--- config.mk ---
export PLATFORM = sky130hd
export DESIGN_NAME = ldp_dimmer_device_flat
export DESIGN_NICKNAME = d
export VERILOG_FILES = /design/src/pkg/ldp_pkg.sv /design/src/pkg/ldp_link_if.sv /design/src/design/ldp_dimmer_device.sv /design/src/flat_wrapper.sv
export VERILOG_INCLUDE_DIRS = /design/src /design/src/pkg
export SDC_FILE = /design/constraint.sdc
export NUM_CORES = 1
export LEC_CHECK = 0
export ABC_CLOCK_PERIOD_IN_PS = 5450
export BUFFER_PORTS_ARGS = -buffer_cell sky130_fd_sc_hd__buf_2
export CORE_ASPECT_RATIO = 1.5
export CORE_MARGIN = 5
export CORE_UTILIZATION = 58
export DETAILED_ROUTE_END_ITERATION = 7
export GPL_ROUTABILITY_DRIVEN = 0
export GPL_TIMING_DRIVEN = 0
export PLACE_DENSITY = 0.87
export SLEW_MARGIN = 20
export SYNTH_ARGS = -nofsm -noshare
export SYNTH_HDL_FRONTEND = slang
export SYNTH_SLANG_ARGS = --single-unit
--- constraint.sdc ---
create_clock -name clk_in -period 5.45 [get_ports clk_in]
set_input_delay 1.09 -clock clk_in [delete_from_list [all_inputs] [get_ports clk_in]]
set_output_delay 1.09 -clock clk_in [all_outputs]
set_load 0.02 [all_outputs]
--- src/pkg/ldp_defines.svh ---
// Purpose: named constants shared by both ends of the dimming link
// Assumes: included by bare name wherever a figure is needed
// Notes: widths of each macro match the signals that they meet
`ifndef LDP_DEFINES_SVH
`define LDP_DEFINES_SVH
// =====================================================================
// timing figures, in system clock cycles, and the frame length in bits
`define LDP_PWM_PERIOD 256
`define LDP_DC_UPDATE 1280
`define LDP_FRAME_BITS 32
`define LDP_CASCADE_HALF 4
`define LDP_CTRL_HALF 8
// =====================================================================
// duty codes and counter values
`define LDP_CODE_OFF 8'h00
`define LDP_CODE_TWO 8'h02
`define LDP_EFF_MIN 9'h002
`define LDP_EFF_OFF 9'h000
`define LDP_COUNT_FULL 6'h20
`define LDP_COUNT_ZERO 6'h00
// =====================================================================
// mode strap codes on the mode-select pin pair
`define LDP_STRAP_GND 2'h0
`define LDP_STRAP_OPEN 2'h1
`define LDP_STRAP_VCC 2'h2
`endif

--- src/pkg/ldp_pkg.sv ---
// Purpose: types for the led dimming pwm control link
// Assumes: nothing beyond the defines header
// Notes: all state codes are one-hot
package ldp_pkg;
  // =====================================================================
  // dimming mode, decoded from the strap
  typedef enum logic [2:0] {
    LDP_MODE_DIRECT = 3'h1,
    LDP_MODE_SERIAL = 3'h2,
    LDP_MODE_DC = 3'h4
  } ldp_mode_t;
  // =====================================================================
  // serializer states, one type for each end
  typedef enum logic [2:0] {
    LDP_TX_IDLE = 3'h1,
    LDP_TX_LOW = 3'h2,
    LDP_TX_HIGH = 3'h4
  } ldp_tx_t;
  typedef enum logic [3:0] {
    LDP_CT_IDLE = 4'h1,
    LDP_CT_LOW = 4'h2,
    LDP_CT_HIGH = 4'h4,
    LDP_CT_EOF = 4'h8
  } ldp_ctrl_t;
endpackage

--- src/pkg/ldp_link_if.sv ---
// Purpose: pin bundle between the dimming controller and the driver
// Assumes: both ends on the same system clock
// Notes: all pins are one-way, no enables needed
`timescale 1ns/1ps
`default_nettype none
interface ldp_link_if;
  logic [1:0] mode_strap; // board strap: 0 ground, 1 open, 2 logic supply
  logic group_a_dim_or_serial_data; // group a dim, or serial data
  logic group_b_dim_or_serial_clock; // group b dim, or bit clock
  logic group_c_dim_or_frame_end; // group c dim, or end-of-frame
  logic group_d_dim_input; // group d dim
  logic cascade_sync_out; // cascade data toward next unit
  logic cascade_serial_clock_out; // cascade clock toward next unit
  modport device (
    input mode_strap, group_a_dim_or_serial_data, group_b_dim_or_serial_clock,
    input group_c_dim_or_frame_end, group_d_dim_input,
    output cascade_sync_out, cascade_serial_clock_out
  );
  modport ctrl (
    output mode_strap, group_a_dim_or_serial_data, group_b_dim_or_serial_clock,
    output group_c_dim_or_frame_end, group_d_dim_input,
    input cascade_sync_out, cascade_serial_clock_out
  );
endinterface
`default_nettype wire

--- src/design/ldp_dimmer_device.sv ---
// How it works
// RL1 - ground strap picks direct, open picks serial
// RL2 - supply strap picks dc voltage mode
// RL3 - direct mode: group pins gate channels
// RL4 - serial bit taken on clock rising edge
// RL5 - 32 bits, then frame-end fall loads duties
// RL6 - bytes map to groups a, b, c, d
// RL7 - serial duty equals byte plus one over 256
// RL8 - codes one and two both give 2/256
// RL9 - zero is off, 0ffh is full on
// RL10 - pwm period is 256 system clocks
// RL11 - pick clock so one count lasts 8us
// RL12 - dc mode: each group code sets group
// RL13 - dc code follows linear voltage ramp
// RL14 - dc duties refresh every 1280 clocks
// RL15 - dc divisor stated 1280, equation 256
// RL16 - unpopulated channels disabled at rail ready
// RL17 - channel 0 always populated, five unused max
// RL18 - master forwards frames on sync and clock
// RL19 - slave acts as bit shift chain
// RL20 - dc master sends four codes serially
// RL21 - direct cascade shares pins, sync startup
// RL22 - msb first into 32-bit shift buffer
// RL23 - dc inputs arrive as 8-bit codes
//
// Purpose: driver-side dimming logic, six channels in four groups
// Assumes: strap, dim pins, rail ready and presence come from pins
// Notes: dc codes come from a converter on clk_in, so are not synchronised
`timescale 1ns/1ps
`default_nettype none
`include "ldp_defines.svh"
module ldp_dimmer_device
  import ldp_pkg::*;
#(
  parameter int DC_UPDATE = `LDP_DC_UPDATE, // dc refresh interval
  parameter int CASCADE_HALF = `LDP_CASCADE_HALF // half bit time of cascade clock
) (
  input wire logic clk_in,
  input wire logic reset_in,
  ldp_link_if.device link,
  input wire logic [7:0] dc_code_a_in,
  input wire logic [7:0] dc_code_b_in,
  input wire logic [7:0] dc_code_c_in,
  input wire logic [7:0] dc_code_d_in,
  input wire logic [5:0] channel_present_in,
  input wire logic rail_ready_in,
  input wire logic cascade_master_in,
  output logic [5:0] channel_pwm_out,
  output logic [5:0] channel_enabled_out
);
  // =====================================================================
  // pin synchronisers
  logic [1:0] strap_s1; // first stage, read only by strap_s2
  logic [1:0] strap_s2;
  logic [3:0] dim_s1; // first stage, read only by dim_s2
  logic [3:0] dim_s2;
  logic [3:0] dim_d; // previous dim_s2, for edge detection
  logic [1:0] rail_s; // rail ready chain
  logic rail_d;
  logic [5:0] present_s1; // first stage, read only by present_s2
  logic [5:0] present_s2;
  logic master_s1;
  logic master_s2;
  // every pin passes two flops before use
  always_ff @(posedge clk_in) begin
    if (reset_in) begin
      strap_s1 <= `LDP_STRAP_GND;
      strap_s2 <= `LDP_STRAP_GND;
      dim_s1 <= 4'h0;
      dim_s2 <= 4'h0;
      dim_d <= 4'h0;
      rail_s <= 2'h0;
      rail_d <= 1'b0;
      present_s1 <= 6'h00;
      present_s2 <= 6'h00;
      master_s1 <= 1'b0;
      master_s2 <= 1'b0;
    end else begin
      strap_s1 <= link.mode_strap;
      strap_s2 <= strap_s1;
      dim_s1 <= {link.group_d_dim_input, link.group_c_dim_or_frame_end,
                 link.group_b_dim_or_serial_clock, link.group_a_dim_or_serial_data};
      dim_s2 <= dim_s1;
      dim_d <= dim_s2;
      rail_s <= {rail_s[0], rail_ready_in};
      rail_d <= rail_s[1];
      present_s1 <= channel_present_in;
      present_s2 <= present_s1;
      master_s1 <= cascade_master_in;
      master_s2 <= master_s1;
    end
  end
  // =====================================================================
  // mode decode
  ldp_mode_t mode;
  // strap is re-read every clock; a moving strap is a board fault
  always_ff @(posedge clk_in) begin
    if (reset_in) begin
      mode <= LDP_MODE_DIRECT;
    end else begin
      case (strap_s2)
        `LDP_STRAP_GND: mode <= LDP_MODE_DIRECT; // RL1
        `LDP_STRAP_OPEN: mode <= LDP_MODE_SERIAL; // RL1
        `LDP_STRAP_VCC: mode <= LDP_MODE_DC; // RL2
        default: mode <= LDP_MODE_DIRECT; // undefined strap falls back safe
      endcase
    end
  end
  logic bit_rise; // serial clock rising edge
  logic frame_fall; // end-of-frame falling edge
  assign bit_rise = dim_s2[1] & ~dim_d[1]; // RL4
  assign frame_fall = ~dim_s2[2] & dim_d[2]; // RL5
  // =====================================================================
  // serial receive
  logic [31:0] shift_buf; // frame being assembled
  logic [5:0] bit_count; // bits since last frame end, saturating
  logic [3:0][7:0] duty_code; // per group duty code, group a in [0]
  logic [10:0] update_count; // dc refresh timer
  logic dc_tick; // one-cycle dc update instant
  assign dc_tick = (update_count == 11'(DC_UPDATE - 1));
  // shift msb first; a frame with a bit count other than 32 is dropped
  always_ff @(posedge clk_in) begin
    if (reset_in) begin
      shift_buf <= 32'h0000_0000;
      bit_count <= `LDP_COUNT_ZERO;
    end else if (mode != LDP_MODE_SERIAL) begin
      bit_count <= `LDP_COUNT_ZERO;
    end else if (frame_fall) begin
      bit_count <= `LDP_COUNT_ZERO; // RL5
    end else if (bit_rise) begin
      shift_buf <= {shift_buf[30:0], dim_s2[0]}; // RL22 RL19
      if (bit_count != `LDP_COUNT_FULL + 6'h01) begin
        bit_count <= bit_count + 6'h01;
      end
    end
  end
  // =====================================================================
  // duty registers
  // serial codes load on frame end, dc codes on each refresh tick
  always_ff @(posedge clk_in) begin
    if (reset_in) begin
      duty_code <= 32'h0000_0000;
    end else if (mode == LDP_MODE_SERIAL && frame_fall && bit_count == `LDP_COUNT_FULL) begin
      duty_code <= {shift_buf[7:0], shift_buf[15:8], shift_buf[23:16], shift_buf[31:24]}; // RL5 RL6
    end else if (mode == LDP_MODE_DC && dc_tick) begin
      duty_code <= {dc_code_d_in, dc_code_c_in, dc_code_b_in, dc_code_a_in}; // RL12 RL13 RL23
    end
  end
  // refresh timer free-runs so the update rate never drifts
  always_ff @(posedge clk_in) begin
    if (reset_in || dc_tick) begin
      update_count <= 11'h000;
    end else begin
      update_count <= update_count + 11'h001; // RL14 RL15
    end
  end
  // =====================================================================
  // pwm generation
  logic [7:0] pwm_count; // position in the 256-clock period
  logic [3:0] group_on; // compare result per group
  // wraps naturally at 256
  always_ff @(posedge clk_in) begin
    if (reset_in) begin
      pwm_count <= 8'h00;
    end else begin
      pwm_count <= pwm_count + 8'h01; // RL10
    end
  end
  // code to on-count: zero stays off, one and two give two, else code+1
  function automatic logic [8:0] ldp_on_counts(input logic [7:0] code);
    logic [8:0] cnt;
    cnt = {1'b0, code} + 9'h001; // RL7
    if (code == `LDP_CODE_OFF) begin
      cnt = `LDP_EFF_OFF; // RL9
    end else if (code <= `LDP_CODE_TWO) begin
      cnt = `LDP_EFF_MIN; // RL8
    end
    return cnt;
  endfunction
  for (genvar g = 0; g < 4; g++) begin : g_group
    // 0ffh gives 256 on-counts, so the compare is always true
    assign group_on[g] = ({1'b0, pwm_count} < ldp_on_counts(duty_code[g])); // RL9
  end
  // =====================================================================
  // channel enable test
  logic tested; // the presence test runs once per reset
  // presence is caught on the rising rail ready, held until restart
  always_ff @(posedge clk_in) begin
    if (reset_in) begin
      tested <= 1'b0;
      channel_enabled_out <= 6'h00;
    end else if (!tested && rail_s[1] && !rail_d) begin
      tested <= 1'b1;
      channel_enabled_out <= present_s2; // RL16
    end
  end
  // channel to group: 0,1 a; 2,3 b; 4 c; 5 d
  for (genvar c = 0; c < 6; c++) begin : g_chan
    localparam int GRP = (c < 4) ? (c / 2) : (c - 2);
    always_ff @(posedge clk_in) begin
      if (reset_in) begin
        channel_pwm_out[c] <= 1'b0;
      end else if (mode == LDP_MODE_DIRECT) begin
        channel_pwm_out[c] <= dim_s2[GRP] & channel_enabled_out[c]; // RL3
      end else begin
        channel_pwm_out[c] <= group_on[GRP] & channel_enabled_out[c]; // RL12 RL16
      end
    end
  end
  // =====================================================================
  // cascade output
  ldp_tx_t tx_state; // dc master serializer
  logic [31:0] tx_buf; // codes awaiting transmission
  logic [5:0] tx_bits; // bits still to send
  logic [3:0] tx_timer; // half bit timer
  logic hold_high; // serial forward clock pulse active
  // serial: forward the bit that falls out of the buffer with a pulse;
  // dc master: serialise codes; direct master: sync shows startup finished
  always_ff @(posedge clk_in) begin
    if (reset_in) begin
      tx_state <= LDP_TX_IDLE;
      tx_buf <= 32'h0000_0000;
      tx_bits <= `LDP_COUNT_ZERO;
      tx_timer <= 4'h0;
      hold_high <= 1'b0;
      link.cascade_sync_out <= 1'b0;
      link.cascade_serial_clock_out <= 1'b0;
    end else if (mode == LDP_MODE_SERIAL) begin
      tx_state <= LDP_TX_IDLE;
      if (bit_rise) begin
        link.cascade_sync_out <= shift_buf[31]; // RL18 RL19
        tx_timer <= 4'h0;
        hold_high <= 1'b1;
        link.cascade_serial_clock_out <= 1'b0;
      end else if (hold_high) begin
        // data settles a half bit before the forwarded clock rises
        tx_timer <= tx_timer + 4'h1;
        if (tx_timer == 4'(CASCADE_HALF - 1)) begin
          link.cascade_serial_clock_out <= 1'b1;
        end else if (tx_timer == 4'(2 * CASCADE_HALF - 1)) begin
          link.cascade_serial_clock_out <= 1'b0;
          hold_high <= 1'b0;
        end
      end
    end else if (mode == LDP_MODE_DC && master_s2) begin
      case (tx_state)
        LDP_TX_IDLE: begin
          link.cascade_serial_clock_out <= 1'b0;
          if (dc_tick) begin
            tx_buf <= {dc_code_a_in, dc_code_b_in, dc_code_c_in, dc_code_d_in}; // RL20
            tx_bits <= `LDP_COUNT_FULL;
            tx_timer <= 4'h0;
            tx_state <= LDP_TX_LOW;
          end
        end
        LDP_TX_LOW: begin
          link.cascade_sync_out <= tx_buf[31]; // RL20 RL22
          tx_timer <= tx_timer + 4'h1;
          if (tx_timer == 4'(CASCADE_HALF - 1)) begin
            tx_timer <= 4'h0;
            link.cascade_serial_clock_out <= 1'b1;
            tx_state <= LDP_TX_HIGH;
          end
        end
        LDP_TX_HIGH: begin
          tx_timer <= tx_timer + 4'h1;
          if (tx_timer == 4'(CASCADE_HALF - 1)) begin
            tx_timer <= 4'h0;
            link.cascade_serial_clock_out <= 1'b0;
            tx_buf <= {tx_buf[30:0], 1'b0};
            tx_bits <= tx_bits - 6'h01;
            tx_state <= (tx_bits == 6'h01) ? LDP_TX_IDLE : LDP_TX_LOW;
          end
        end
        default: tx_state <= LDP_TX_IDLE;
      endcase
    end else begin
      tx_state <= LDP_TX_IDLE;
      hold_high <= 1'b0;
      link.cascade_serial_clock_out <= 1'b0;
      link.cascade_sync_out <= tested & master_s2; // RL21
    end
  end
endmodule // ldp_dimmer_device
`default_nettype wire

--- src/flat_wrapper.sv ---
// flat-port wrapper written by rule: the top's interface ports become plain ports
module ldp_dimmer_device_flat import ldp_pkg::*;
#(
  parameter int DC_UPDATE = `LDP_DC_UPDATE,                       
  parameter int CASCADE_HALF = `LDP_CASCADE_HALF                                  
)
  (clk_in, reset_in, dc_code_a_in, dc_code_b_in, dc_code_c_in, dc_code_d_in, channel_present_in, rail_ready_in, cascade_master_in, channel_pwm_out, channel_enabled_out, link_mode_strap, link_group_a_dim_or_serial_data, link_group_b_dim_or_serial_clock, link_group_c_dim_or_frame_end, link_group_d_dim_input, link_cascade_sync_out, link_cascade_serial_clock_out);
  ldp_link_if link_i ();
  input wire logic clk_in;
  input wire logic reset_in;
  input wire logic [7:0] dc_code_a_in;
  input wire logic [7:0] dc_code_b_in;
  input wire logic [7:0] dc_code_c_in;
  input wire logic [7:0] dc_code_d_in;
  input wire logic [5:0] channel_present_in;
  input wire logic rail_ready_in;
  input wire logic cascade_master_in;
  output logic [5:0] channel_pwm_out;
  output logic [5:0] channel_enabled_out;
  input wire logic [$bits(link_i.mode_strap)-1:0] link_mode_strap;
  input wire logic [$bits(link_i.group_a_dim_or_serial_data)-1:0] link_group_a_dim_or_serial_data;
  input wire logic [$bits(link_i.group_b_dim_or_serial_clock)-1:0] link_group_b_dim_or_serial_clock;
  input wire logic [$bits(link_i.group_c_dim_or_frame_end)-1:0] link_group_c_dim_or_frame_end;
  input wire logic [$bits(link_i.group_d_dim_input)-1:0] link_group_d_dim_input;
  output wire logic [$bits(link_i.cascade_sync_out)-1:0] link_cascade_sync_out;
  output wire logic [$bits(link_i.cascade_serial_clock_out)-1:0] link_cascade_serial_clock_out;
  assign link_i.mode_strap = link_mode_strap;
  assign link_i.group_a_dim_or_serial_data = link_group_a_dim_or_serial_data;
  assign link_i.group_b_dim_or_serial_clock = link_group_b_dim_or_serial_clock;
  assign link_i.group_c_dim_or_frame_end = link_group_c_dim_or_frame_end;
  assign link_i.group_d_dim_input = link_group_d_dim_input;
  assign link_cascade_sync_out = link_i.cascade_sync_out;
  assign link_cascade_serial_clock_out = link_i.cascade_serial_clock_out;
  ldp_dimmer_device #(.DC_UPDATE(DC_UPDATE), .CASCADE_HALF(CASCADE_HALF)) u_core (.clk_in(clk_in), .reset_in(reset_in), .link(link_i), .dc_code_a_in(dc_code_a_in), .dc_code_b_in(dc_code_b_in), .dc_code_c_in(dc_code_c_in), .dc_code_d_in(dc_code_d_in), .channel_present_in(channel_present_in), .rail_ready_in(rail_ready_in), .cascade_master_in(cascade_master_in), .channel_pwm_out(channel_pwm_out), .channel_enabled_out(channel_enabled_out));
endmodule
==> results of run 1 <==
routing by layer:
layer | part of all wire | vias to the layer above
met1 | 0.38 | 3556
met5 | 0 | -
met2 | 0.51 | 271
met3 | 0.046 | 100
met4 | 0.063 | 0
li1 | - | 3615
cells by family after synthesis:
logic type | count (synthesis) | share of synthesized area
buffers and inverters | 77 | 0.0380
AOI/OAI and AO/OA | 196 | 0.145
muxes | 71 | 0.0803
xor gates and xnor gates | 46 | 0.0454
DFF | 184 | 0.415
adders and majority gates | 50 | 0.0706
and+or+nand+nor | 358 | 0.205
cell usage after synthesis, drive strengths merged, types with 3 or more instances:
master and number:
o21ai 26, nor2b 44, nand4 7, a211oi 69
nor3 9, nor2 115, xor2 34, or3 4
nor4b 4, a21oi 58, nor3b 11, nor4 5
or2 5, xnor2 12, o32ai 3, dfxtp 184
clkbuf 41, or4 4, buf 15, nand3b 3
inv 21, o31ai 4, mux2i 70, a21o 9
nand2 82, or3b 3, o22ai 3, and3 7
nand3 27, o21bai 4, nand2b 19, ha 50
state kept, by name (all words and copies together), names as in the netlist, 4 cells and up:
| signal | cells |
|---|---|
| u_core.update_count | 11 |
| u_core.channel_pwm_out | 6 |
| u_core.bit_count | 6 |
| u_core.channel_enabled_out | 6 |
| u_core.duty_code | 32 |
| u_core.dim_s1 | 4 |
| u_core.tx_buf | 32 |
| u_core.dim_s2 | 4 |
| u_core.present_s1 | 6 |
| u_core.tx_bits | 6 |
| u_core.shift_buf | 32 |
| u_core.pwm_count | 8 |
| u_core.tx_timer | 4 |
| u_core.present_s2 | 6 |
area by class of cell:
cell class                 count  area (µm²)  share of cell area
tap                          199         249              0.0248
timing repair buffer          60         300              0.0299
inverter                      21        78.8             0.00785
buffer                        56         258              0.0257
clock inverter                15         201              0.0200
clock buffer                  17         425              0.0423
sequential                   184        3680               0.367
multi-input combinational    721        4850               0.483
power by group:
part	internal (mW)	switching (mW)
sequential	1.36	0.0124
clock	0.670	0.622
combinational	0.0493	0.0704
worst paths after layout:
check | from | endpoint | slack, ps
setup / recovery | u_core.duty_code[11] | u_core.channel_pwm_out[2] | 2630
hold reg to reg | u_core.rail_s[0] | u_core.rail_s[1] | 440
setup reg to reg | u_core.duty_code[11] | u_core.channel_pwm_out[2] | 2630
hold / removal | u_core.rail_s[0] | u_core.rail_s[1] | 440
per-stage QoR:
stage / power [mW] / setup slack [ps] / hold slack, ps / std cells
final: 2.78 / 2630 / 439 / 1273
after global routing: 2.86 / 2400 / 454 / 1273
after CTS: 2.79 / 2640 / 441 / 1273
after detailed placement: 1.52 / 2680 / 422 / 1241
after global placement: 1.52 / 2720 / 416 / 1241
after floorplan: 1.47 / 3110 / 414 / 982
worst max-delay path, stage by stage, from the launching register on:
cell and delay, ps:
dfxtp_1 380, or4_1 560, nor3_1 240, a21oi_1 130, a21o_1 180, ha_1 270
and4_1 190, o31ai_1 70, a311oi_1 540, nor4b_1 110
==> flow_summary.toml, run 1 <==
[synth]
syn-num-nets = 1080
async_reset_ff_frac = 0
synth.avg_cell_area_um2 = 9.03
yosysSeqAreaShare = 0.415
yosys-top-cells-area = "dfxtp_1 42%, mux2i_1 7.9%, ha_1 7.1%"
yosys_warnings = 0
synth_edf_count = 0
ys.flop_type = "dfxtp_1"
ys_types = 60
postSynthCellCount = 982
synth_top_area_frac = 0.415
yosys_register_bits = 184
syn_area_um2 = 8870
synth_top_area_cell = "dfxtp_1"

[run]
drv_cap = 0

[clock_network]
h-tree-depth = 4
cts.sinks = 184
clk_latency_ps = 440
cts_root_buffer = "clkbuf_16"
cts_hold_buf = 0
cts_resized = 0
cts_max_path_buffers = 2
cts_setup_buffers = 0
cts_made_buffers = 17
cts.clk_slew.worst_paths_ps = 80
cts_tree = "yes"

[global_routing]
track_usage = 0.247
gr-max-usage-layer = "met2"
grtUsageMet3 = 0.0442
grtUsageMet1 = 0.265
grt_pass1_wl_mm = 36.2
grtUsageMet2 = 0.448
grt_pass1_vias = 7437
grt_max_degree = 21
grt_overflow = 0
antenna_found_initial = 0

[pwr]
ir_worst_vdd_v = 0.000223
pwr_density_cell_nw_per_um2 = 277
power_leakage_nw = 3.68

[setup_path]
setup.worst_path.start_class = "flip-flop"
path_max_fanout = 5
worstPathArrival_ps = 3110
path_class = "flip-flop to flip-flop"
endpoint_kind = "flip-flop"
reg2regPathDepth = 9
worstPathRequired_ps = 5750

[die]
dieArea_um2 = 17900
rows = 55
die_w_um = 111
dieHeight_um = 161
pin_count = 62
start_util = 0.588
design.core.area_um2 = 15100

[route]
drt_pass1_iterations = 5
drt_iter0_markers = 589
drc = 0
routed_via_density = 5.92
wire_per_inst_um = 17.3
antenna_left = 0
vias = 7542
wirelength_mm = 22.0

[cells_and_area]
layout-drive-gt1-share = 0.113
finish.utilization = 0.667
layout_commonest_cell = "dfxtp_1"
final_cell_mix = "184 x dfxtp_1, 115 x nor2_1, 82 x nand2_1"
final_cell_area_um2 = 10000
nets = 1159
diodes = 0
fillers = 1151
syn2layout_area_growth_pct = 13.3

[timing]
setup_violations = 0
final.period_utilization = 0.517
clock_skew_ps = 11.0
fin_crit_ps = 2820
setup_tns_ps = 0
max_freq_mhz = 355
hold_violations = 0
relSlewSlack = 0.420
worst_pin_slew_ps = 871
drv_slew = 0
grt_setup_unrepaired = "no"

[status]
status = "complete, no violations"

[worst_hold_path]
hp-class = "flip-flop to flip-flop"
worstHoldPathCells = 1

[placed_design]
dp_hpwl_mm = 15.9
place_area_um2 = 9420
port_buffers = 60
Note: power is estimated with default switching activity, not from simulation.
==> run 2, diff against run 1 <==
Settings changed: ABC_CLOCK_PERIOD_IN_PS 5450 to 2500, CORE_UTILIZATION 58 to 55.
Clock period 5.45 ns to 2.5 ns, I/O delays scaled along.
==> run 2 against run 1 <==
  * The run now ends with setup timing left
  * Count of clock-buffer cells in the layout is 1 higher
  * Die area rose by 5.0%
  * Final cell count rose by 1.3%
  * Clock power up 100%
  * Register-to-register slack got worse by 2700 ps
  * First-iteration DRC count is 13% lower
  * Combinational power is 140% higher
  * Core utilization is 2.2 points lower
  * Critical path type unchanged
  * Largest cell class unchanged
==> flow_summary.toml, run 2 (synthesis results as in run 1) <==
[status]
status = "finished, violations left"
violations = "setup timing"

[cells_and_area]
layout_commonest_cell = "dfxtp_1"
finish.utilization = 0.645
final_cell_mix = "166 x dfxtp_1, 114 x nor2_1, 82 x nand2_1"
final_cell_area_um2 = 10300
diodes = 0
nets = 1169
post_layout_nonfiller_instances = 1290
syn2layout_area_growth_pct = 16.7
layout-drive-gt1-share = 0.171
largestRegisters = "u_core.duty_code x32, u_core.shift_buf x32, u_core.tx_buf x32"

[die]
dieHeight_um = 166
design.core.area_um2 = 16000
start_util = 0.553
dieArea_um2 = 18800
die_w_um = 114
pin_count = 62
rows = 57

[clock_network]
cts_max_path_buffers = 2
cts.clk_slew.worst_paths_ps = 70
cts.sinks = 184
cts_tree = "yes"
clk_latency_ps = 440
h-tree-depth = 4
cts_made_buffers = 17
cts_root_buffer = "clkbuf_16"

[placed_design]
dp.cells = 1248
pre_cts_slack_ps = -338
port_buffers = 60
place_area_um2 = 9420
dp_hpwl_mm = 16.0

[route]
drc = 0
wirelength_mm = 22.6
routed_via_density = 5.90
vias = 7615
wl_met2_mm = 11.8
dr.max_layer_used = "met4"
wl_met1_mm = 8.67
route.met3.wl_mm = 1.17
antenna_left = 0
drt_pass1_iterations = 6
drt_iter0_markers = 515
wire_per_inst_um = 17.5

[timing]
max_freq_mhz = 392
clock_skew_ps = 6.97
relSlewSlack = 0.466
whs_ps = 265
fin_crit_ps = 2550
hold_violations = 0
grt_setup_unrepaired = "yes"
drv_slew = 0
worst_pin_slew_ps = 801
setup_violations = 3
setup_ws_ps = -49.9
final.period_utilization = 1.02

[pwr]
intPower_mw = 4.47
clkPwrFrac = 0.443
p_sw_frac = 0.238
pwr_density_cell_nw_per_um2 = 568
p_switching_mw = 1.40
power_frac_comb = 0.049
power_leakage_nw = 3.75
p_seq_frac = 0.509
ir_worst_vdd_v = 0.000522

[setup_path]
worstPathRequired_ps = 2800
path_max_fanout = 5
setup.worst_path.start_class = "flip-flop"
worstPathArrival_ps = 2850
path_class = "flip-flop to flip-flop"
endpoint_kind = "flip-flop"

[run]
drv_cap = 0

[global_routing]
grt_max_degree = 18
grt_overflow = 0
track_usage = 0.240
grt_pass1_wl_mm = 36.1
antenna_found_initial = 0
grt_pass1_vias = 7589

[worst_hold_path]
hp-class = "input port to flip-flop"
[run 2: path summary, 6_finish.rpt]
path	startpoint	to	slack (ps)	cells after the start
worst max register to register	u_core.duty_code[14]	u_core.channel_pwm_out[3]	-50	10
worst min-delay path	channel_present_in[5]	u_core.present_s1[5]	270	2
worst min register to register	u_core.strap_s1[1]	u_core.strap_s2[1]	440	1
worst max-delay path	u_core.duty_code[14]	u_core.channel_pwm_out[3]	-50	10
[run 2: power by group through the flow]
stage	Combinational, mW	Sequential (mW)	Clock [mW]
after floorplan	0.154	3.05	0
after global placement	0.254	3.06	0
after detailed placement	0.259	3.06	0
after CTS	0.276	2.99	2.61
after global routing	0.311	2.99	2.75
final	0.286	2.99	2.60
[run 2: final cells by class]
type | count | area (µm²)
Multi-Input combinational cell | 721 | 5070
Tap cell | 206 | 258
Timing Repair Buffer | 70 | 375
Clock buffer | 18 | 429
Inverter | 21 | 78.8
Fill cell | 1239 | 5700
Clock inverter | 14 | 138
Buffer | 56 | 274
Sequential cell | 184 | 3720
[run 2: worst max-delay path: stages, from the launching register on]
cell      delay, ps
dfxtp_2         360
or4_4           580
nor3_4          160
a21oi_2          80
a21o_1          170
ha_1            270
and4_1          190
o31ai_1          80
a311oi_2        280
buf_4           190
nor4b_2          50
[run 2: layer usage]
| metal | up-vias | track usage |
|---|---|---|
| met3 | 85 | 0.0437 |
| met5 | - | 0 |
| li1 | 3639 | - |
| met4 | 0 | 0.125 |
| met2 | 291 | 0.445 |
| met1 | 3600 | 0.258 |
[run 2: what timing repair did]
item                       in CTS  in global routing
setup buffers                   3                  7
setup endpoints to repair      31                 92
pin swaps                      14                 22
resized for setup              42                 36
hold buffers                    0                  0
[run 2: per-stage QoR]
stage | total power, mW | TNS, ps
4_1_cts | 5.88 | -42.5
3_5_place_dp | 3.32 | -1980
3_3_place_gp | 3.31 | -1130
5_1_grt | 6.05 | -826
2_1_floorplan | 3.20 | 0
6_report | 5.87 | -107
